==> src/aperture_cfg_pkg.sv <==
package aperture_cfg_pkg;

  // configuration byte offsets; the low two bits pick the byte lane in a dword
  localparam logic [7:0]  APERTURE_BASE_OFS  = 8'h10;
  localparam logic [7:0]  SUBSYS_VENDOR_OFS  = 8'h2C;
  localparam logic [7:0]  SUBSYS_IDENT_OFS   = 8'h2E;
  localparam logic [7:0]  CAP_LIST_PTR_OFS   = 8'h34;

  // reset values
  localparam logic [31:0] BASE_RESET_AGP     = 32'h00000008;
  localparam logic [31:0] BASE_RESET_GRAPH   = 32'h00000000;
  localparam logic [15:0] IDENT_RESET        = 16'h0000;
  localparam logic [7:0]  CAP_LIST_PTR_VALUE = 8'h88;

  // field positions in the aperture base register
  localparam int          BASE_HI_MSB        = 31;
  localparam int          BASE_HI_LSB        = 26;
  localparam int          BASE_SIZE_BIT      = 25;
  localparam int          BASE_ZERO_MSB      = 24;
  localparam int          BASE_ZERO_LSB      = 4;
  localparam int          BASE_HI_WIDTH      = BASE_HI_MSB - BASE_HI_LSB + 1;
  localparam int          BASE_ZERO_WIDTH    = BASE_ZERO_MSB - BASE_ZERO_LSB + 1;

  // bits of the outside size and control registers
  localparam int          SIZE_SELECT_BIT    = 3;
  localparam int          APERTURE_EN_BIT    = 1;

  // byte enable lane that carries bits 31:24
  localparam int          BASE_HI_LANE       = 3;
  localparam int          IDENT_WIDTH        = 16;

endpackage

==> src/write_once_reg.sv <==
`timescale 1ns/1ps

// 16-bit register that takes its first write and then holds until reset
module write_once_reg (
  input  wire logic        clk,
  input  wire logic        reset,
  input  wire logic [1:0]  wr_be,
  input  wire logic [15:0] wdata,
  output logic      [15:0] value,
  output logic             locked
);

  logic [15:0] value_q;
  logic [15:0] value_d;
  logic        locked_q;
  logic        take_write;

  // the first write of any byte locks both bytes, so a half-written id cannot be patched later
  assign take_write = (|wr_be) && !locked_q; // RL13
  assign value_d[7:0]  = (take_write && wr_be[0]) ? wdata[7:0]  : value_q[7:0];
  assign value_d[15:8] = (take_write && wr_be[1]) ? wdata[15:8] : value_q[15:8];

  // only reset clears value and lock
  always_ff @(posedge clk) begin
    if (reset) begin
      value_q  <= aperture_cfg_pkg::IDENT_RESET; // RL9 RL10
      locked_q <= 1'b0;
    end else begin
      value_q  <= value_d; // RL9 RL10
      if (take_write) begin
        locked_q <= 1'b1; // RL13
      end
    end
  end

  assign value  = value_q;
  assign locked = locked_q;

endmodule

==> src/aperture_base_config_regs.sv <==
`timescale 1ns/1ps

// Overview of operation
// RL1 - base resets to 00000008h in AGP mode, 00000000h in graphics mode
// RL2 - base bits 31:26 are read/write and place the aperture
// RL3 - base bit 25 reads zero unless size-select bit 3 is one
// RL4 - size bit zero after reset gives 64 MB; one allows 32 MB
// RL5 - base bits 24:4 read zero and ignore writes
// RL6 - base bit 3 reads one: aperture is prefetchable
// RL7 - base bits 2:1 read 00: place anywhere in 32-bit space
// RL8 - base bit 0 reads zero: aperture is memory space
// RL9 - subsystem vendor id resets to zero, takes one write, then read-only
// RL10 - subsystem id resets to zero, takes one write, then read-only
// RL11 - capability list pointer is read-only and returns 88h
// RL12 - aperture accesses are blocked while control bit 1 is clear
// RL13 - writing either byte of an id locks the whole id until reset
module aperture_base_config_regs (
  input  wire logic        clk,
  input  wire logic        reset,
  input  wire logic        agp_mode_strap,
  input  wire logic [7:0]  cfg_addr,
  input  wire logic [3:0]  cfg_be,
  input  wire logic        cfg_wr,
  input  wire logic        cfg_rd,
  input  wire logic [31:0] cfg_wdata,
  output logic      [31:0] cfg_rdata,
  output logic             cfg_rvalid,
  input  wire logic [7:0]  aperture_size_select,
  input  wire logic [7:0]  aperture_control,
  input  wire logic        mem_req,
  input  wire logic [31:0] mem_addr,
  output logic             aperture_hit,
  output logic             aperture_blocked
);

  localparam int HI_W = aperture_cfg_pkg::BASE_HI_WIDTH;
  localparam int ZW   = aperture_cfg_pkg::BASE_ZERO_WIDTH;
  localparam int IW   = aperture_cfg_pkg::IDENT_WIDTH;

  logic              agp_q;
  logic [HI_W-1:0]   base_hi_q;
  logic              base_b25_q;
  logic [31:0]       rdata_q;
  logic              rvalid_q;
  logic [1:0][IW-1:0] ident_val;
  logic [1:0]        ident_lock;

  // dword decode of the configuration access
  logic [5:0]  dword;
  logic        base_dw;
  logic        ident_dw;
  logic        cap_dw;
  logic        size32;
  logic        base_hi_wr;
  logic [31:0] base_fixed;
  logic [31:0] base_word;
  logic [31:0] rd_word;
  logic        ap_enable;
  logic        in_range;

  assign dword    = cfg_addr[7:2];
  assign base_dw  = dword == aperture_cfg_pkg::APERTURE_BASE_OFS[7:2];
  assign ident_dw = dword == aperture_cfg_pkg::SUBSYS_VENDOR_OFS[7:2];
  assign cap_dw   = dword == aperture_cfg_pkg::CAP_LIST_PTR_OFS[7:2];
  assign size32   = aperture_size_select[aperture_cfg_pkg::SIZE_SELECT_BIT]; // RL4

  // only the top byte lane holds writable base bits; graphics mode has no aperture
  assign base_hi_wr = cfg_wr && base_dw && cfg_be[aperture_cfg_pkg::BASE_HI_LANE] && agp_q; // RL2

  // the strap is sampled while reset is held, so the mode settles with the reset value
  always_ff @(posedge clk) begin
    if (reset) begin
      agp_q <= agp_mode_strap; // RL1
    end
  end

  // upper programmable base bits
  always_ff @(posedge clk) begin
    if (reset) begin
      base_hi_q <= aperture_cfg_pkg::BASE_RESET_AGP[aperture_cfg_pkg::BASE_HI_MSB -: HI_W]; // RL1
    end else if (base_hi_wr) begin
      base_hi_q <= cfg_wdata[aperture_cfg_pkg::BASE_HI_MSB -: HI_W]; // RL2
    end
  end

  // bit 25 is dropped when the size goes back to 64 MB, so no stale value reappears
  always_ff @(posedge clk) begin
    if (reset || !size32) begin
      base_b25_q <= 1'b0; // RL3
    end else if (base_hi_wr) begin
      base_b25_q <= cfg_wdata[aperture_cfg_pkg::BASE_SIZE_BIT]; // RL3
    end
  end

  // read-only low bits come from the mode's reset value: prefetchable, 32-bit, memory in AGP mode, all zero in graphics mode
  assign base_fixed = agp_q ? aperture_cfg_pkg::BASE_RESET_AGP
                            : aperture_cfg_pkg::BASE_RESET_GRAPH; // RL6 RL7 RL8
  assign base_word  = {base_hi_q, base_b25_q && size32, {ZW{1'b0}},
                       base_fixed[3:0]}; // RL3 RL5

  // both identifiers share one dword: vendor in the low half, subsystem in the high half
  genvar gi;
  for (gi = 0; gi < 2; gi++) begin : g_ident
    logic [1:0] lane_be;
    assign lane_be = (cfg_wr && ident_dw) ? cfg_be[2*gi +: 2] : 2'b00;
    write_once_reg u_ident (
      .clk    (clk),
      .reset  (reset),
      .wr_be  (lane_be),
      .wdata  (cfg_wdata[IW*gi +: IW]),
      .value  (ident_val[gi]),
      .locked (ident_lock[gi])
    ); // RL9 RL10
  end

  // read selection; unmapped dwords read as zero
  assign rd_word = base_dw  ? base_word :
                   ident_dw ? {ident_val[1], ident_val[0]} :
                   cap_dw   ? {24'h000000, aperture_cfg_pkg::CAP_LIST_PTR_VALUE} : // RL11
                              32'h00000000;

  // read data is registered and returned one cycle after the request
  always_ff @(posedge clk) begin
    if (reset) begin
      rdata_q  <= 32'h00000000;
      rvalid_q <= 1'b0;
    end else begin
      rvalid_q <= cfg_rd;
      if (cfg_rd) begin
        rdata_q <= rd_word;
      end
    end
  end

  assign cfg_rdata  = rdata_q;
  assign cfg_rvalid = rvalid_q;

  // aperture decode: 64 MB compares bits 31:26, 32 MB also compares bit 25
  assign in_range  = (mem_addr[aperture_cfg_pkg::BASE_HI_MSB -: HI_W] == base_hi_q) &&
                     (!size32 || mem_addr[aperture_cfg_pkg::BASE_SIZE_BIT] == base_b25_q);
  assign ap_enable = aperture_control[aperture_cfg_pkg::APERTURE_EN_BIT] && agp_q;
  // combinational so a request is steered in its own cycle; tables may not exist yet
  assign aperture_hit     = mem_req && in_range && ap_enable;  // RL12
  assign aperture_blocked = mem_req && in_range && !ap_enable; // RL12

  // checks
  property p_reset_value;
    @(posedge clk) reset ##1 !reset |->
      base_word == ($past(agp_mode_strap, 2) ? aperture_cfg_pkg::BASE_RESET_AGP
                                             : aperture_cfg_pkg::BASE_RESET_GRAPH);
  endproperty
  a_reset_value: assert property (p_reset_value) else $error("base reset value wrong"); // RL1

  property p_hi_write;
    @(posedge clk) disable iff (reset) base_hi_wr |=>
      base_word[31:26] == $past(cfg_wdata[31:26]);
  endproperty
  a_hi_write: assert property (p_hi_write) else $error("upper base bits not written"); // RL2

  property p_b25_zero;
    @(posedge clk) disable iff (reset) cfg_rd && base_dw && !size32 |=>
      !cfg_rdata[aperture_cfg_pkg::BASE_SIZE_BIT];
  endproperty
  a_b25_zero: assert property (p_b25_zero) else $error("bit 25 not zero at 64 MB"); // RL3

  // the stored bit, not only the read mask, must drop at 64 MB
  property p_b25_clear;
    @(posedge clk) disable iff (reset) !size32 |=> !base_b25_q;
  endproperty
  a_b25_clear: assert property (p_b25_clear) else $error("stored bit 25 kept at 64 MB"); // RL3

  property p_b25_write;
    @(posedge clk) disable iff (reset) base_hi_wr && size32 ##1 size32 |->
      base_word[25] == $past(cfg_wdata[25]);
  endproperty
  a_b25_write: assert property (p_b25_write) else $error("bit 25 not writable at 32 MB"); // RL3 RL4

  property p_zero_field;
    @(posedge clk) disable iff (reset) base_word[24:4] == 21'h000000;
  endproperty
  a_zero_field: assert property (p_zero_field) else $error("bits 24:4 not zero"); // RL5

  property p_low_bits;
    @(posedge clk) disable iff (reset) agp_q |-> base_word[3:0] == 4'h8;
  endproperty
  a_low_bits: assert property (p_low_bits) else $error("base low bits wrong"); // RL6 RL7 RL8

  property p_vendor_hold;
    @(posedge clk) disable iff (reset) ident_lock[0] |=> $stable(ident_val[0]);
  endproperty
  a_vendor_hold: assert property (p_vendor_hold) else $error("vendor id changed"); // RL9

  property p_subsys_hold;
    @(posedge clk) disable iff (reset) ident_lock[1] |=> $stable(ident_val[1]);
  endproperty
  a_subsys_hold: assert property (p_subsys_hold) else $error("subsystem id changed"); // RL10

  property p_lock_any_byte;
    @(posedge clk) disable iff (reset) cfg_wr && ident_dw && (|cfg_be[3:2]) |=>
      ident_lock[1] ##1 ident_lock[1];
  endproperty
  a_lock_any_byte: assert property (p_lock_any_byte) else $error("id not locked"); // RL13

  property p_cap_read;
    @(posedge clk) disable iff (reset) cfg_rd && cap_dw |=>
      cfg_rvalid && cfg_rdata == 32'h00000088;
  endproperty
  a_cap_read: assert property (p_cap_read) else $error("capability pointer wrong"); // RL11

  property p_blocked;
    @(posedge clk) disable iff (reset)
      !aperture_control[aperture_cfg_pkg::APERTURE_EN_BIT] |->
      !aperture_hit && (mem_req && in_range) == aperture_blocked;
  endproperty
  a_blocked: assert property (p_blocked) else $error("aperture not blocked"); // RL12

  // identifier checks: reset value, first write taken, low lanes lock too
  property p_ident_reset;
    @(posedge clk) reset ##1 !reset |->
      ident_val[0] == aperture_cfg_pkg::IDENT_RESET &&
      ident_val[1] == aperture_cfg_pkg::IDENT_RESET && !(|ident_lock);
  endproperty
  a_ident_reset: assert property (p_ident_reset) else $error("id not cleared"); // RL9 RL10

  property p_vendor_write;
    @(posedge clk) disable iff (reset)
      cfg_wr && ident_dw && (&cfg_be[1:0]) && !ident_lock[0] |=>
      ident_val[0] == $past(cfg_wdata[IW-1:0]);
  endproperty
  a_vendor_write: assert property (p_vendor_write) else $error("vendor write lost"); // RL9

  property p_subsys_write;
    @(posedge clk) disable iff (reset)
      cfg_wr && ident_dw && (&cfg_be[3:2]) && !ident_lock[1] |=>
      ident_val[1] == $past(cfg_wdata[2*IW-1:IW]);
  endproperty
  a_subsys_write: assert property (p_subsys_write) else $error("subsys write lost"); // RL10

  // a write to the low lanes alone must lock the vendor id too
  property p_vendor_lock;
    @(posedge clk) disable iff (reset) cfg_wr && ident_dw && (|cfg_be[1:0]) |=>
      ident_lock[0];
  endproperty
  a_vendor_lock: assert property (p_vendor_lock) else $error("vendor id not locked"); // RL13

  // aperture base checks beyond the field masks
  property p_graphics_base;
    @(posedge clk) disable iff (reset)
      !agp_q |-> base_word == aperture_cfg_pkg::BASE_RESET_GRAPH;
  endproperty
  a_graphics_base: assert property (p_graphics_base) else $error("graphics base set"); // RL1

  // upper bits only move on a lane 3 write in AGP mode
  property p_hi_hold;
    @(posedge clk) disable iff (reset) !base_hi_wr |=> $stable(base_hi_q);
  endproperty
  a_hi_hold: assert property (p_hi_hold) else $error("upper base bits moved"); // RL2

  property p_base_read;
    @(posedge clk) disable iff (reset) cfg_rd && base_dw |=>
      cfg_rvalid && cfg_rdata == $past(base_word);
  endproperty
  a_base_read: assert property (p_base_read) else $error("base read data wrong"); // RL2

  // aperture decode checks against the readable base
  property p_hit_enabled;
    @(posedge clk) disable iff (reset)
      mem_req && in_range && ap_enable |-> aperture_hit && !aperture_blocked;
  endproperty
  a_hit_enabled: assert property (p_hit_enabled) else $error("aperture not hit"); // RL12

  property p_hit_range;
    @(posedge clk) disable iff (reset) aperture_hit |->
      (mem_addr[31:25] == base_word[31:25] || !size32) &&
      mem_addr[31:26] == base_word[31:26];
  endproperty
  a_hit_range: assert property (p_hit_range) else $error("hit outside aperture"); // RL4

  // scenarios the bench should reach
  property p_cov_hit;
    @(posedge clk) disable iff (reset) aperture_hit;
  endproperty
  c_cov_hit: cover property (p_cov_hit);

  property p_cov_lock;
    @(posedge clk) disable iff (reset) $rose(ident_lock[0]);
  endproperty
  c_cov_lock: cover property (p_cov_lock);

  property p_cov_b25;
    @(posedge clk) disable iff (reset) base_word[25];
  endproperty
  c_cov_b25: cover property (p_cov_b25);

  property p_cov_blocked;
    @(posedge clk) disable iff (reset) aperture_blocked;
  endproperty
  c_cov_blocked: cover property (p_cov_blocked);

  property p_cov_subsys_lock;
    @(posedge clk) disable iff (reset) $rose(ident_lock[1]);
  endproperty
  c_cov_subsys_lock: cover property (p_cov_subsys_lock);

endmodule

==> config.mk <==
export PLATFORM = sky130hd
export DESIGN_NAME = aperture_base_config_regs
export DESIGN_NICKNAME = d
export VERILOG_FILES = /design/src/aperture_cfg_pkg.sv /design/src/write_once_reg.sv /design/src/aperture_base_config_regs.sv
export SDC_FILE = /design/constraint.sdc
export NUM_CORES = 1
export LEC_CHECK = 0
export ABC_AREA = 1
export ABC_CLOCK_PERIOD_IN_PS = 1610
export BUFFER_PORTS_ARGS = -buffer_cell sky130_fd_sc_hd__buf_4
export CORE_ASPECT_RATIO = 1.75
export CORE_MARGIN = 2
export CORE_UTILIZATION = 45
export CTS_CLUSTER_DIAMETER = 80
export CTS_CLUSTER_SIZE = 14
export DETAILED_ROUTE_END_ITERATION = 6
export PLACE_DENSITY = 0.75
export SYNTH_ARGS = -nofsm -noshare
export SYNTH_HDL_FRONTEND = slang
export SYNTH_SLANG_ARGS = --single-unit
==> constraint.sdc <==
create_clock -name clk -period 1.61 [get_ports clk]
set_clock_uncertainty 0.1 [all_clocks]
set_input_delay 0.0805 -clock clk [delete_from_list [all_inputs] [get_ports clk]]
set_output_delay 0.0805 -clock clk [all_outputs]
set_load 0.02 [all_outputs]
# Word-level counts from Yosys, hierarchy flattened
# Index checks and enable logic that the tools add are counted.
# op_classes
n_bitwise	0
eq_ne	5
div_mod_pow	0
n_addsub	0
n_mul	0
reduce_logical	24
mux	6
n_lt_le_gt_ge	0
n_shift	0
# op_table
operator	n
2-to-1 mux 32 bit	2
logical AND 1 bit	16
equality test 6 x 4 -> 1 bit, second input constant	2
2-to-1 mux 8 bit	1
equality test 6 x 3 -> 1 bit, second input constant	1
equality test 6 bit	1
zero test 1 bit	4
2-to-1 mux 2 bit	2
2-to-1 mux 4 bit	1
OR reduction 2 bit	2
logical OR 1 bit	2
equality test 1 bit	1
# word_totals
out_inout_bits	35
romBits	0
memories	0
register_bits	75
mem_bits_rw	0
latchBits	0

# Logic depth before layout (Yosys ltp)
# Gate-level depths: netlist (run 1).
# depth
ltp_word	6
mapped_depth	10
mapped_depth_nobuf	9

# Hierarchy
# Synthesis (run 1) repeated with hierarchy kept, for this count alone.
# unflattened
cells_unflattened	457
area_unflattened_um2	3495.9
# by_module_without_submodules
mod	area_each_um2	cells_per_inst	instances
aperture_base_config_regs	2119.5	271	1
write_once_reg	688.2	93	2

# Worst setup path before layout (run 1)
# Ideal clock, no wire load.
# synth_path
path_kind	flip-flop to flip-flop
from	reg g_ident[0].u_ident.locked_q
to	reg g_ident[0].u_ident.value_q[3]
setup_ps	64
slack_ps	412
required_time_ps	1446
arrival_time_ps	1034
period_less_slack_ps	1198
stages_incl_launch_ff	6
n_path_buf	0
path_cell_list	dfxtp_1 -> nor2_1 -> nand2_1 -> nand2_1 -> inv_1 -> nor2_1
# synth_via
elab_chain_cells	3
# synth_lines
item	line_no	rtl
start: declaration	write_once_reg.sv:15	logic locked_q;
start signal: assignment	write_once_reg.sv:27	locked_q <= 1'b0;
start signal: assignment	write_once_reg.sv:31	locked_q <= 1'b1;
zero test 1 bit	write_once_reg.sv:19	assign take_write = (|wr_be) && !locked_q;
logical AND 1 bit	write_once_reg.sv:19	
logical AND 1 bit	write_once_reg.sv:20	assign value_d[7:0] = (take_write && wr_be[0]) ? wdata[7:0] : value_q[7:0];
end signal: assignment	write_once_reg.sv:26	value_q <= aperture_cfg_pkg::IDENT_RESET;
end signal: assignment	write_once_reg.sv:29	value_q <= value_d;
end: declaration	write_once_reg.sv:13	logic [15:0] value_q;
# No other way between the ends.
# A chain may end at the register's enable or synchronous reset.

# Worst setup path in the final report (run 1)
# layout_path
from	reg base_hi_q[5]
to	out aperture_blocked
# layout_via
elab_chain_cells	4
# layout_lines
item	line_no	rtl
start: declaration	aperture_base_config_regs.sv:41	logic [HI_W-1:0] base_hi_q;
start signal: assignment	aperture_base_config_regs.sv:80	base_hi_q <= aperture_cfg_pkg::BASE_RESET_AGP[aperture_cfg_pkg::BASE_HI_MSB -: HI_W];
start signal: assignment	aperture_base_config_regs.sv:82	base_hi_q <= cfg_wdata[aperture_cfg_pkg::BASE_HI_MSB -: HI_W];
equality test 6 bit	aperture_base_config_regs.sv:139	assign in_range = (mem_addr[aperture_cfg_pkg::BASE_HI_MSB -: HI_W] == base_hi_q) &&
logical AND 1 bit	aperture_base_config_regs.sv:139	
logical AND 1 bit (2 in series)	aperture_base_config_regs.sv:144	assign aperture_blocked = mem_req && in_range && !ap_enable;
end: declaration	aperture_base_config_regs.sv:33	output logic aperture_blocked
# No other way between the ends.

==> results of run 1 <==
per-layer routing:
layer	global-route usage, %	vias up	part of all wire [%]
met2	39.2	95	54
met1	25.0	1457	39
li1	-	1729	-
met5	0	-	0
met4	11.6	0	3.2
met3	5.08	22	4.5
Yosys cell counts (all sizes together):
| cell | number | area share (%) |
|---|---|---|
| a21oi | 26 | 3.9 |
| nor2 | 92 | 12 |
| nand3 | 30 | 5.1 |
| nand4 | 2 | 0.83 |
| buf | 9 | 1.8 |
| o22ai | 1 | 0.19 |
| clkinv | 1 | 0.11 |
| o211ai | 4 | 0.91 |
| o21bai | 1 | 0.23 |
| nand2 | 119 | 14 |
| nor3 | 1 | 0.15 |
| o21ai | 25 | 3.8 |
| inv | 73 | 8.3 |
| or2 | 1 | 0.19 |
| clkbuf | 11 | 1.3 |
| dfxtp | 74 | 45 |
| edfxtp | 1 | 0.91 |
| nand3b | 8 | 1.8 |
| xor2 | 1 | 0.27 |
worst max-delay path: stages, from the launching register on:
cell     delay [ns]
dfxtp_1        0.34
nand2_1        0.08
nand2_1        0.05
nor3_2         0.18
nand3_1        0.11
nor2_1         0.11
buf_4          0.14
power by group:
part           internal (mW)  switching [mW]
Sequential              1.88         0.00956
Combinational          0.210           0.187
Clock                   1.21           0.709
Total                   3.30           0.906
worst paths after layout:
path                              from                            to  slack, ns  depth (start not counted)
min                              reset  g_ident[1].u_ident.value[11]       0.05                          4
max reg2reg  g_ident[0].u_ident.locked   g_ident[0].u_ident.value[5]       0.32                          5
min reg2reg              cfg_rdata[20]                 cfg_rdata[20]       0.36                          2
max                       base_hi_q[5]              aperture_blocked       0.07                          6
sequential cells by signal (all words and copies together) (netlist names):
signal and cells:
cfg_rdata 32, g_ident.u_ident.value 32, agp_q 1, base_hi_q 6, base_b25_q 1, cfg_rvalid 1
g_ident.u_ident.locked 2
placed cells by master, fill, tap and decap left out, drive strengths merged, types with 2 or more instances in the layout:
master and instances:
a21oi 26, buf 106, clkbuf 14, clkinv 2, dfxtp 74, dlygate4sd3 38
inv 73, nand2 119, nand3 30, nand3b 8, nand4 2, nor2 92
o211ai 4, o21ai 25
through the flow:
stage	TNS, ns	std cells
after floorplan	0	480
after global placement	0	649
after detailed placement	0	649
after CTS	-0.00416	702
after global routing	-0.0126	705
final	0	705
layout make-up:
type                    count  area (sq um)
clock buffers              14           285
clock inverters             1          5.00
fillers                   627          2380
inverters                  74           278
multi-input cells         311          1430
flip-flops and latches     75          1520
well taps                  86           108
repair buffers            144          1180
cell families (layout without fill, tap and decap cells):
kind of cell,Yosys count,in the layout
buf+inv,94,233
compound gates,57,57
xor+xnor,1,1
flops,75,75
simple gates,253,253
timing repair:
item,CTS,global route
setup buffers,0,3
endpoints found under the hold margin,43,0
pin swaps,3,6
resized for setup,5,8
setup endpoints to repair,2,3
hold buffers,38,0
==> results, run 1 <==
- The die height is 117 um.
- The critical setup path kind is reg -> out.
- In the final layout, the share of cells above drive strength 1 is 22.6%.
- The first TritonRoute pass finished after 4 iterations.
- TritonCTS created 9 clock buffers.
- The post-route clock period utilization is 95.5%.
- CTS placed an instance of clkbuf_16 at the clock tree root.
- The violation count after the first detailed-routing iteration is 202.
- The max-slew violation count is 0.
- In this run the worst path has a maximum fanout of 4.
- The number of nets at the end of the flow is 713.
- For the pin with the worst max-slew slack, the measured transition is 0.418 ns.
- The total nets after synthesis is 578.
- Total power for the finished layout comes to 4.20 mW.
- The flow ran to the end, and the final reports show no timing, DRC or antenna violations.
- The detail route stage leaves a number of antenna-violating nets equal to 0.
- The chip width is 68.8 um.
- The total power divided by cell area is 876 nW/um^2.
- Summing the areas of all and, or, nand and nor instances in the mapped netlist gives 33.5% of the synthesized area.
- Summing over every cut layer, the via total after detailed routing is 3303.
- In the final routed layout, each cell accounts on average for 12.4 um.
- The pre-CTS setup slack is 0.197 ns.
- The clock slew seen by the registers of the worst setup and hold paths is 0.06 ns.
- The final-report hold violation count is 0.
- The floorplan has 41 rows.
- Across all hold checks on the routed design, the worst slack comes to 0.0472 ns.
- The register bit total from synthesis is 75.
- The number of antenna diodes in the final layout is 0.
- The max-cap violation count is 0.
- The growth of design area from synthesis to finish is 45.4%.
- The wire length of the first global-routing pass is 14.0 mm.
- Measured on the finished design, the core utilization comes to 66.8%.
- The routed via count divided by cell count is 4.69.
- The maximum clock insertion buffer count is 2.
- The mux contribution to synthesized area is 0%.
- The time the worst path needs with I/O delays and setup is 1.54 ns.
- The CTS tree is done.
- The initial antenna violation count is 0.
- The main combinational cell family by area after synthesis is simple AND/OR/NAND/NOR gates.
- Derived from the worst setup path, the maximum achievable clock frequency is 651 MHz.
- The sequential-to-total area share from yosys stat is 45.8%.
- The maximum resistive drop on vdd is 644 uV.
- The number of setup violations in the final report is 0.
- The synthesized netlist contains 29 unique library cells.
- During I/O placement, the number of pins put on the boundary was 133.
- The xor-xnor portion of the synthesized cell area is 0.265%.
- The clock reaches the later pin of the worst-skew pair after 0.33 ns.
- After detailed placement, the total cell area comes to 4080 sq um.
- At the end of routability-driven placement, the weighted congestion stood at 0.820.
- The clock net sink count is 75.
- The number of global-route vias before repair is 3123.
- After detailed routing, the total wire length is 8.72 mm.
- After detailed routing, the number of remaining DRC violations is 0.
- The die footprint is 8070 sq um.
- Once detailed placement completed, the half-perimeter wirelength came to 6.00 mm.
- The depth of the CTS H-tree is 3.
- The required time reported for the critical path endpoint is 1.43 ns.
- The synthesized-area fraction occupied by ao, oa, aoi and oai cells is 9.06%.
- Once the floorplan was initialized, standard cells occupied 46.0% of the core.
- The leakage power is 2.29 nW.
- The max-slew headroom at the worst pin is 72.2%.
- The path category of the worst min-delay check is in -> reg.
- For the worst setup path, the data arrival time is 1.36 ns.
- The worst setup path is captured at an output pin.
- After layout, the worst setup slack is 0.0732 ns.
- The number of instances in the synthesized netlist is 480.
- The post-synthesis instance area is 3300 sq um.
- After floorplanning, the core was sized to cover 7180 sq um.
- During synthesis, Yosys emitted a total of 0 warnings.
- After synthesis, the mean cell area works out to 6.88 sq um.
- The count of buffers inserted at the top-level ports is 91.
- The final standard cell area without fillers is 4800 sq um.
- The share of synthesized cell area in full adder, half adder and majority cells is 0%.
- The total routing usage reported by global routing is 22.9%.
- The largest net degree at the start of global routing is 40.
- The total grt overflow is 0.
- STA classifies the critical path startpoint as a flip-flop.
No activity file was read; power rests on OpenSTA's default activity.
==> inputs of run 2 (changes only) <==
--- a/config.mk
+++ b/config.mk
@@ -10,11 +10,12 @@
 export BUFFER_PORTS_ARGS = -buffer_cell sky130_fd_sc_hd__buf_4
 export CORE_ASPECT_RATIO = 1.75
 export CORE_MARGIN = 2
-export CORE_UTILIZATION = 45
+export CORE_UTILIZATION = 48
 export CTS_CLUSTER_DIAMETER = 80
 export CTS_CLUSTER_SIZE = 14
 export DETAILED_ROUTE_END_ITERATION = 6
-export PLACE_DENSITY = 0.75
+export PLACE_DENSITY = 0.79
 export SYNTH_ARGS = -nofsm -noshare
 export SYNTH_HDL_FRONTEND = slang
 export SYNTH_SLANG_ARGS = --single-unit
+export TNS_END_PERCENT = 5
==> results, run 2 (synthesis gave the netlist of run 1 again) <==
- The run finished with clean final reports.
- The most common cell type on the critical path is nor2_1.
- The final standard cell utilization of the core is 70.9% (+4.1 points).
- The fraction of final layout cells with drive strength greater than 1 was 21.9% (-0.74 points).
- Leaving out fill and tap cells, the most frequent cells in the layout are 116 x nand2_1, 103 x buf_4, 88 x nor2_1.
- The multi-input logic area came to 1410 sq um (-1.5%).
- The pin slew with the least headroom to its limit was 0.545 ns (+0.127 ns).
- The number of diodes added for antenna fixing is 0 (unchanged).
- The total placed cells including tap cells is 646 (-0.46%).
- The detailed-route DRC error count is 0 (unchanged).
- The via count of the routed design is 3384 (+2.5%).
- Traced cell by cell, the critical path runs through or2_2 -> o21ai_1 -> nor2_1 -> nand3_1 -> nor2_1 -> buf_4.
- The post-route clock period utilization was 98.1% (+2.7 points).
- The final standard cell area without fillers is 4790 sq um (-0.18%).
- The routability congestion estimate is 0.857 (+4.5%).
- The number of fillers in the final layout is 568 (-9.4%).
- The wire length of the first global-routing pass was 14.1 mm (+0.74%).
- The final antenna-violating net count is 0 (unchanged).
- The number of nets at the end of the flow is 710 (-0.42%).
- The growth of design area from synthesis to finish is 45.1%.
- The number of global-route vias before repair is 3201 (+2.5%).
- The I/O pin count came to 133 (unchanged).
- The maximum clock insertion buffer count is 2 (unchanged).
- The worst endpoint data arrival time was 1.40 ns (+0.04 ns).
- The CTS tree is done.
- The number of search-and-repair iterations in the first detailed-routing pass is 5 (+1).
- The type of destination of the critical path is an output pin.
- The number of CTS-inserted buffers is 9 (unchanged).
- The most critical setup path has its endpoint at aperture_hit.
- The number of core rows is 40 (-2.4%).
- The register-to-register path setup slack is 0.33 ns (about the same).
- The clock slew seen by the registers of the worst setup and hold paths came to 0.06 ns (about the same).
- The required time reported for the critical path endpoint is 1.43 ns (about the same).
- The total wire length came to 8.79 mm (+0.78%).
- The path class of the tightest hold or removal check is in -> reg.
- The total power divided by cell area is 930 nW/um^2 (+6.3%).
- The leakage power is 2.30 nW (+0.22%).
- In this design, the largest share of critical-path delay is due to simple AND/OR/NAND/NOR gates.
- The total routing usage reported by global routing is 24.4% (+1.5 points).
- The worst setup path is launched from a flip-flop.
- The number of setup violations in the final report is 0 (unchanged).
- The half-perimeter wire length of the detailed placement result is 5.85 mm (-2.5%).
- The source of the worst hold timing path is cfg_addr[6].
- The insertion delay of the later-clocked pin in the worst-skew pair is 0.33 ns (about the same).
- The time the worst path needs with I/O delays and setup came to 1.58 ns (+0.0429 ns).
- The maximum resistive drop on vdd is 638 uV (-0.90%).
- The final-report hold violation count is 0 (unchanged).
- The depth of the CTS H-tree is 3 (unchanged).
- The placeable core region is 6760 sq um (-5.9%).
- The violation count after the first detailed-routing iteration is 280 (+39%).
- The total buffers and inverters traversed by the critical path is 1 (unchanged).
- The largest net degree at the start of global routing was 40 (unchanged).
- The achievable frequency is 633 MHz (-2.7%).
- The count of buffers inserted at the top-level ports is 91 (unchanged).
- Setup repair after global routing could not meet its margin everywhere.
- The cell at the root of the clock tree is clkbuf_16.
- The clock net sink count is 75 (unchanged).
- The total grt overflow was 0 (unchanged).
- The max-slew headroom at the worst pin is 63.5% (-8.7 points).
- The die height was 114 um (-3.1%).
- The register area is 1520 sq um (unchanged).
- The max-cap violation count came to 0 (unchanged).
- The length in cells of the worst reg-to-reg path was 5 (unchanged).
- The leading cell type in the layout, fill and taps excluded is nand2_1.
- The die footprint was 7580 sq um (-6.0%).
- The initial antenna violation count came to 0 (unchanged).
- The final routed wire length divided by cell count came to 12.5 um (+1.4%).
- The startpoint of the most critical register-to-register path is g_ident[0].u_ident.locked.
- The max-slew violation count is 0 (unchanged).
- The largest fanout of any net on the critical path is 3 (-1).
- The initial core utilization is 48.9% (+2.9 points).
- The critical path starts at base_hi_q[0].
- The chip width is 66.7 um (-3.0%).
- The number of standard cells in the final layout excluding fillers was 701 (-0.57%).
- The area of placed instances is 4070 sq um (-0.25%).
- The cell count along the critical path is 6 (unchanged).
- The endpoint of the worst-slack reg-to-reg timing path is g_ident[0].u_ident.value[7].
- The routed via count divided by cell count is 4.83 (+3.0%).
- The worst setup path is of the reg -> out kind.
- The worst stage delay on the critical path is 0.33 ns (about the same).
- The slowest cell on the critical path is dfxtp_2.
==> run 2: worst min path at each step <==
stage	to	cells past startpoint
finish	cfg_rdata[7]	6
global route	cfg_rdata[7]	5
CTS	cfg_rdata[7]	5
detailed placement	agp_q	1
global placement	agp_q	1
floorplan	agp_q	0
==> run 2: routing by layer <==
layer  vias to the layer above  wire [um]  global-route usage, %  part of all wire, %
met4                         0        261                   12.0                  3.0
met1                      1536       3230                   26.1                   37
met2                        97       4840                   43.3                   55
li1                       1727          -                      -                    -
met5                         -          0                      0                    0
met3                        24        455                   6.11                  5.2
==> run 2: cell type report <==
class | instances | share of cell area [%]
sequential | 75 | 31.6
clock buffer | 11 | 5.27
multi-input combinational | 311 | 29.5
inverter | 74 | 5.80
timing repair buffer | 141 | 24.1
clock inverter | 5 | 1.57
tap | 84 | 2.19
==> run 2: through the flow <==
stage               TNS [ns]  hold slack [ns]  power (mW)  worst slack [ns]
floorplan                  0           0.0794        2.06             0.412
global placement           0            0.160        2.24             0.263
detailed placement         0            0.160        2.24             0.216
CTS                        0           0.0761        4.47          0.000381
global route         -0.0766            0.121        4.61           -0.0492
finish                     0           0.0787        4.46            0.0303
==> run 2: what timing repair did <==
item,in CTS,in global routing
hold buffers,38,0
endpoints found under the hold margin,43,0
endpoints found under the setup margin,0,2
resized for setup,0,6
setup buffers,0,1
==> run 2: power by group <==
| group | switching (mW) | internal [mW] | total [mW] |
|---|---|---|---|
| clock network | 0.750 | 1.43 | 2.18 |
| logic | 0.185 | 0.206 | 0.390 |
| registers | 0.00941 | 1.88 | 1.89 |
| total | 0.944 | 3.51 | 4.46 |
==> run 2: worst reg2reg max path, cell delays in order, from the launching register on <==
cell     delay [ns]
dfxtp_1        0.31
nor2_1         0.26
nand2_1        0.28
nand2_1        0.12
inv_1          0.04
nor2_1         0.10
==> inputs of run 3 (changes only) <==
--- a/config.mk
+++ b/config.mk
@@ -9,7 +9,6 @@
 export ABC_CLOCK_PERIOD_IN_PS = 1610
 export BUFFER_PORTS_ARGS = -buffer_cell sky130_fd_sc_hd__buf_4
 export CORE_ASPECT_RATIO = 1.75
-export CORE_MARGIN = 2
 export CORE_UTILIZATION = 48
 export CTS_CLUSTER_DIAMETER = 80
 export CTS_CLUSTER_SIZE = 14
==> results, run 3 (synthesis gave the netlist of run 1 again) <==
- The run finished with clean final reports.
- The worst setup path is launched from a flip-flop.
- The signal on the critical path passes through or2_2 -> o21ai_2 -> nor2_1 -> nand3_1 -> nor2_1 -> buf_4.
- The routability congestion estimate is 0.813 (-5.1%).
- The total grt overflow is 0 (unchanged).
- The total power divided by cell area was 953 nW/um^2 (+2.4%).
- The achievable frequency came to 641 MHz (+1.3%).
- The max-slew headroom at the worst pin came to 72.4% (+8.9 points).
- The pin slew with the least headroom to its limit is 0.415 ns (-0.130 ns).
- The number of fillers in the final layout was 526 (-7.4%).
- The post-route clock period utilization was 96.9% (-1.3 points).
- The number of global-route vias before repair was 3221 (+0.62%).
- The worst endpoint data arrival time came to 1.38 ns (-0.02 ns).
- The hold path endpoint is base_hi_q[3].
- The via count of the routed design is 3366 (-0.53%).
- The I/O pin count came to 133 (unchanged).
- The top cell types in the final layout, fill and taps aside, are 116 x nand2_1, 102 x buf_4, 88 x nor2_1.
- The source of the worst hold timing path is reset.
- The final routed wire length divided by cell count was 12.3 um (-2.1%).
- The number of setup violations in the final report came to 0 (unchanged).
- The total routing usage reported by global routing was 25.0% (+0.58 points).
- The chip width was 64.7 um (-3.0%).
- The number of CTS-inserted buffers is 9 (unchanged).
- The required time reported for the critical path endpoint came to 1.43 ns (about the same).
- The length in cells of the worst reg-to-reg path is 5 (unchanged).
- The count of buffers inserted at the top-level ports is 91 (unchanged).
- The CTS tree is done.
- The post-CTS setup-driven buffer insertion count came to 0 (unchanged).
- The final antenna-violating net count is 0 (unchanged).
- The final-report hold violation count is 0 (unchanged).
- The die footprint is 7230 sq um (-4.7%).
- The hold-critical path depth was 4 (-2).
- The max-slew violation count came to 0 (unchanged).
- The worst setup path is of the reg -> out kind.
- The number of nets at the end of the flow was 709 (-0.14%).
- The clock slew seen by the registers of the worst setup and hold paths is 0.06 ns (about the same).
- The total wire length is 8.56 mm (-2.5%).
- The fraction of final layout cells with drive strength greater than 1 came to 21.9% (+0.036 points).
- The type of destination of the critical path is an output pin.
- The number of search-and-repair iterations in the first detailed-routing pass is 4 (-1).
- The initial core utilization is 50.1% (+1.3 points).
- Counting stages on the worst path, the most repeated cell is nor2_1.
- The routed via count divided by cell count is 4.82 (-0.10%).
- The max-cap violation count is 0 (unchanged).
- The number of core rows is 39 (-2.5%).
- The maximum clock insertion buffer count is 2 (unchanged).
- The register area is 1520 sq um (about the same).
- The wire length of the first global-routing pass is 13.9 mm (-1.3%).
- The endpoint of the worst-slack reg-to-reg timing path is g_ident[0].u_ident.value[2].
- The growth of design area from synthesis to finish is 45.4%.
- The largest fanout of any net on the critical path was 4 (+1).
- The depth of the CTS H-tree came to 3 (unchanged).
- The final standard cell utilization of the core is 72.9% (+2.0 points).
- The initial antenna violation count is 0 (unchanged).
- The cell at the root of the clock tree is clkbuf_16.
- The clock net sink count is 75 (unchanged).
- The maximum resistive drop on vdd is 594 uV (-6.9%).
- The number of diodes added for antenna fixing is 0 (unchanged).
- The time the worst path needs with I/O delays and setup is 1.56 ns (-0.0203 ns).
- The path category of the worst min-delay check is in -> reg.
- The worst stage delay on the critical path came to 0.33 ns (about the same).
- The half-perimeter wire length of the detailed placement result was 5.68 mm (-2.8%).
- The startpoint of the most critical register-to-register path is g_ident[0].u_ident.locked.
- The placeable core region is 6590 sq um (-2.5%).
- The final worst slack is 0.0507 ns (+0.0203 ns).
- The leading cell type in the layout, fill and taps excluded is nand2_1.
- The largest individual stage delay along the critical path comes from the cell dfxtp_2.
- The violation count after the first detailed-routing iteration was 251 (-10%).
- The pre-CTS setup slack is 0.198 ns (-0.0181 ns).
- The die height was 112 um (-1.8%).
- The multi-input logic area was 1420 sq um (+0.27%).
- The insertion delay of the later-clocked pin in the worst-skew pair is 0.33 ns (about the same).
- Setup repair after global routing could not meet its margin everywhere.
- The detailed-route DRC error count is 0 (unchanged).
- The largest net degree at the start of global routing was 40 (unchanged).
- The leakage power was 2.29 nW (-0.17%).
- The register-to-register path setup slack is 0.35 ns (+0.02 ns).
[run 3: per-layer routing]
metal	track usage [%]	up-vias	share of wire (%)
li1	-	1730	-
met1	24.5	1520	39
met2	47.4	97	55
met3	6.15	19	3.9
met4	11.1	0	2.3
met5	0	-	0
[run 3: layout make-up]
type                            instances  area share (%)
Clock buffer                           10            4.77
Multi-Input combinational cell        311            29.5
Timing Repair Buffer                  140            23.9
Inverter                               74            5.79
Sequential cell                        75            31.6
Tap cell                               82            2.14
Clock inverter                          6            2.35
[run 3: what timing repair did]
| action | 4_1_cts | 5_1_grt |
|---|---|---|
| resized for setup | 0 | 9 |
| hold endpoints to repair | 43 | 0 |
| hold buffers | 38 | 0 |
| setup endpoints to repair | 0 | 2 |
[run 3: critical path, delay by kind of cell (launching register included)]
family | cells | cell delay [ns]
compound gates | 1 | 0.06
buf+inv | 1 | 0.15
simple gates | 4 | 0.50
flops | 1 | 0.33
[run 3: worst max path at each step]
stage,slack [ns],end,depth (start not counted),from
CTS,0.01,aperture_hit,6,base_hi_q[0]
global route,-0.06,aperture_hit,7,base_hi_q[3]
global placement,0.25,cfg_rdata[2],7,cfg_addr[7]
floorplan,0.41,g_ident[0].u_ident.value[3],5,g_ident[0].u_ident.locked
finish,0.05,aperture_hit,6,base_hi_q[0]
detailed placement,0.20,g_ident[1].u_ident.value[2],9,cfg_addr[4]
[run 3: where the power goes]
group | total [mW] | internal, mW | switching [mW]
clock | 2.30 | 1.52 | 0.781
combinational | 0.392 | 0.209 | 0.183
sequential | 1.89 | 1.88 | 0.00894
total | 4.58 | 3.60 | 0.973
[run 3: stage by stage]
step	instances	power [mW]	setup TNS (ns)	instance area [sq um]	hold slack (ns)
3_3_place_gp	644	2.24	0	4070	0.161
4_1_cts	698	4.59	0	4790	0.0546
3_5_place_dp	644	2.24	0	4070	0.163
5_1_grt	698	4.70	-0.0820	4800	0.106
6_report	698	4.58	0	4800	0.0620
2_1_floorplan	480	2.06	0	3300	0.0794
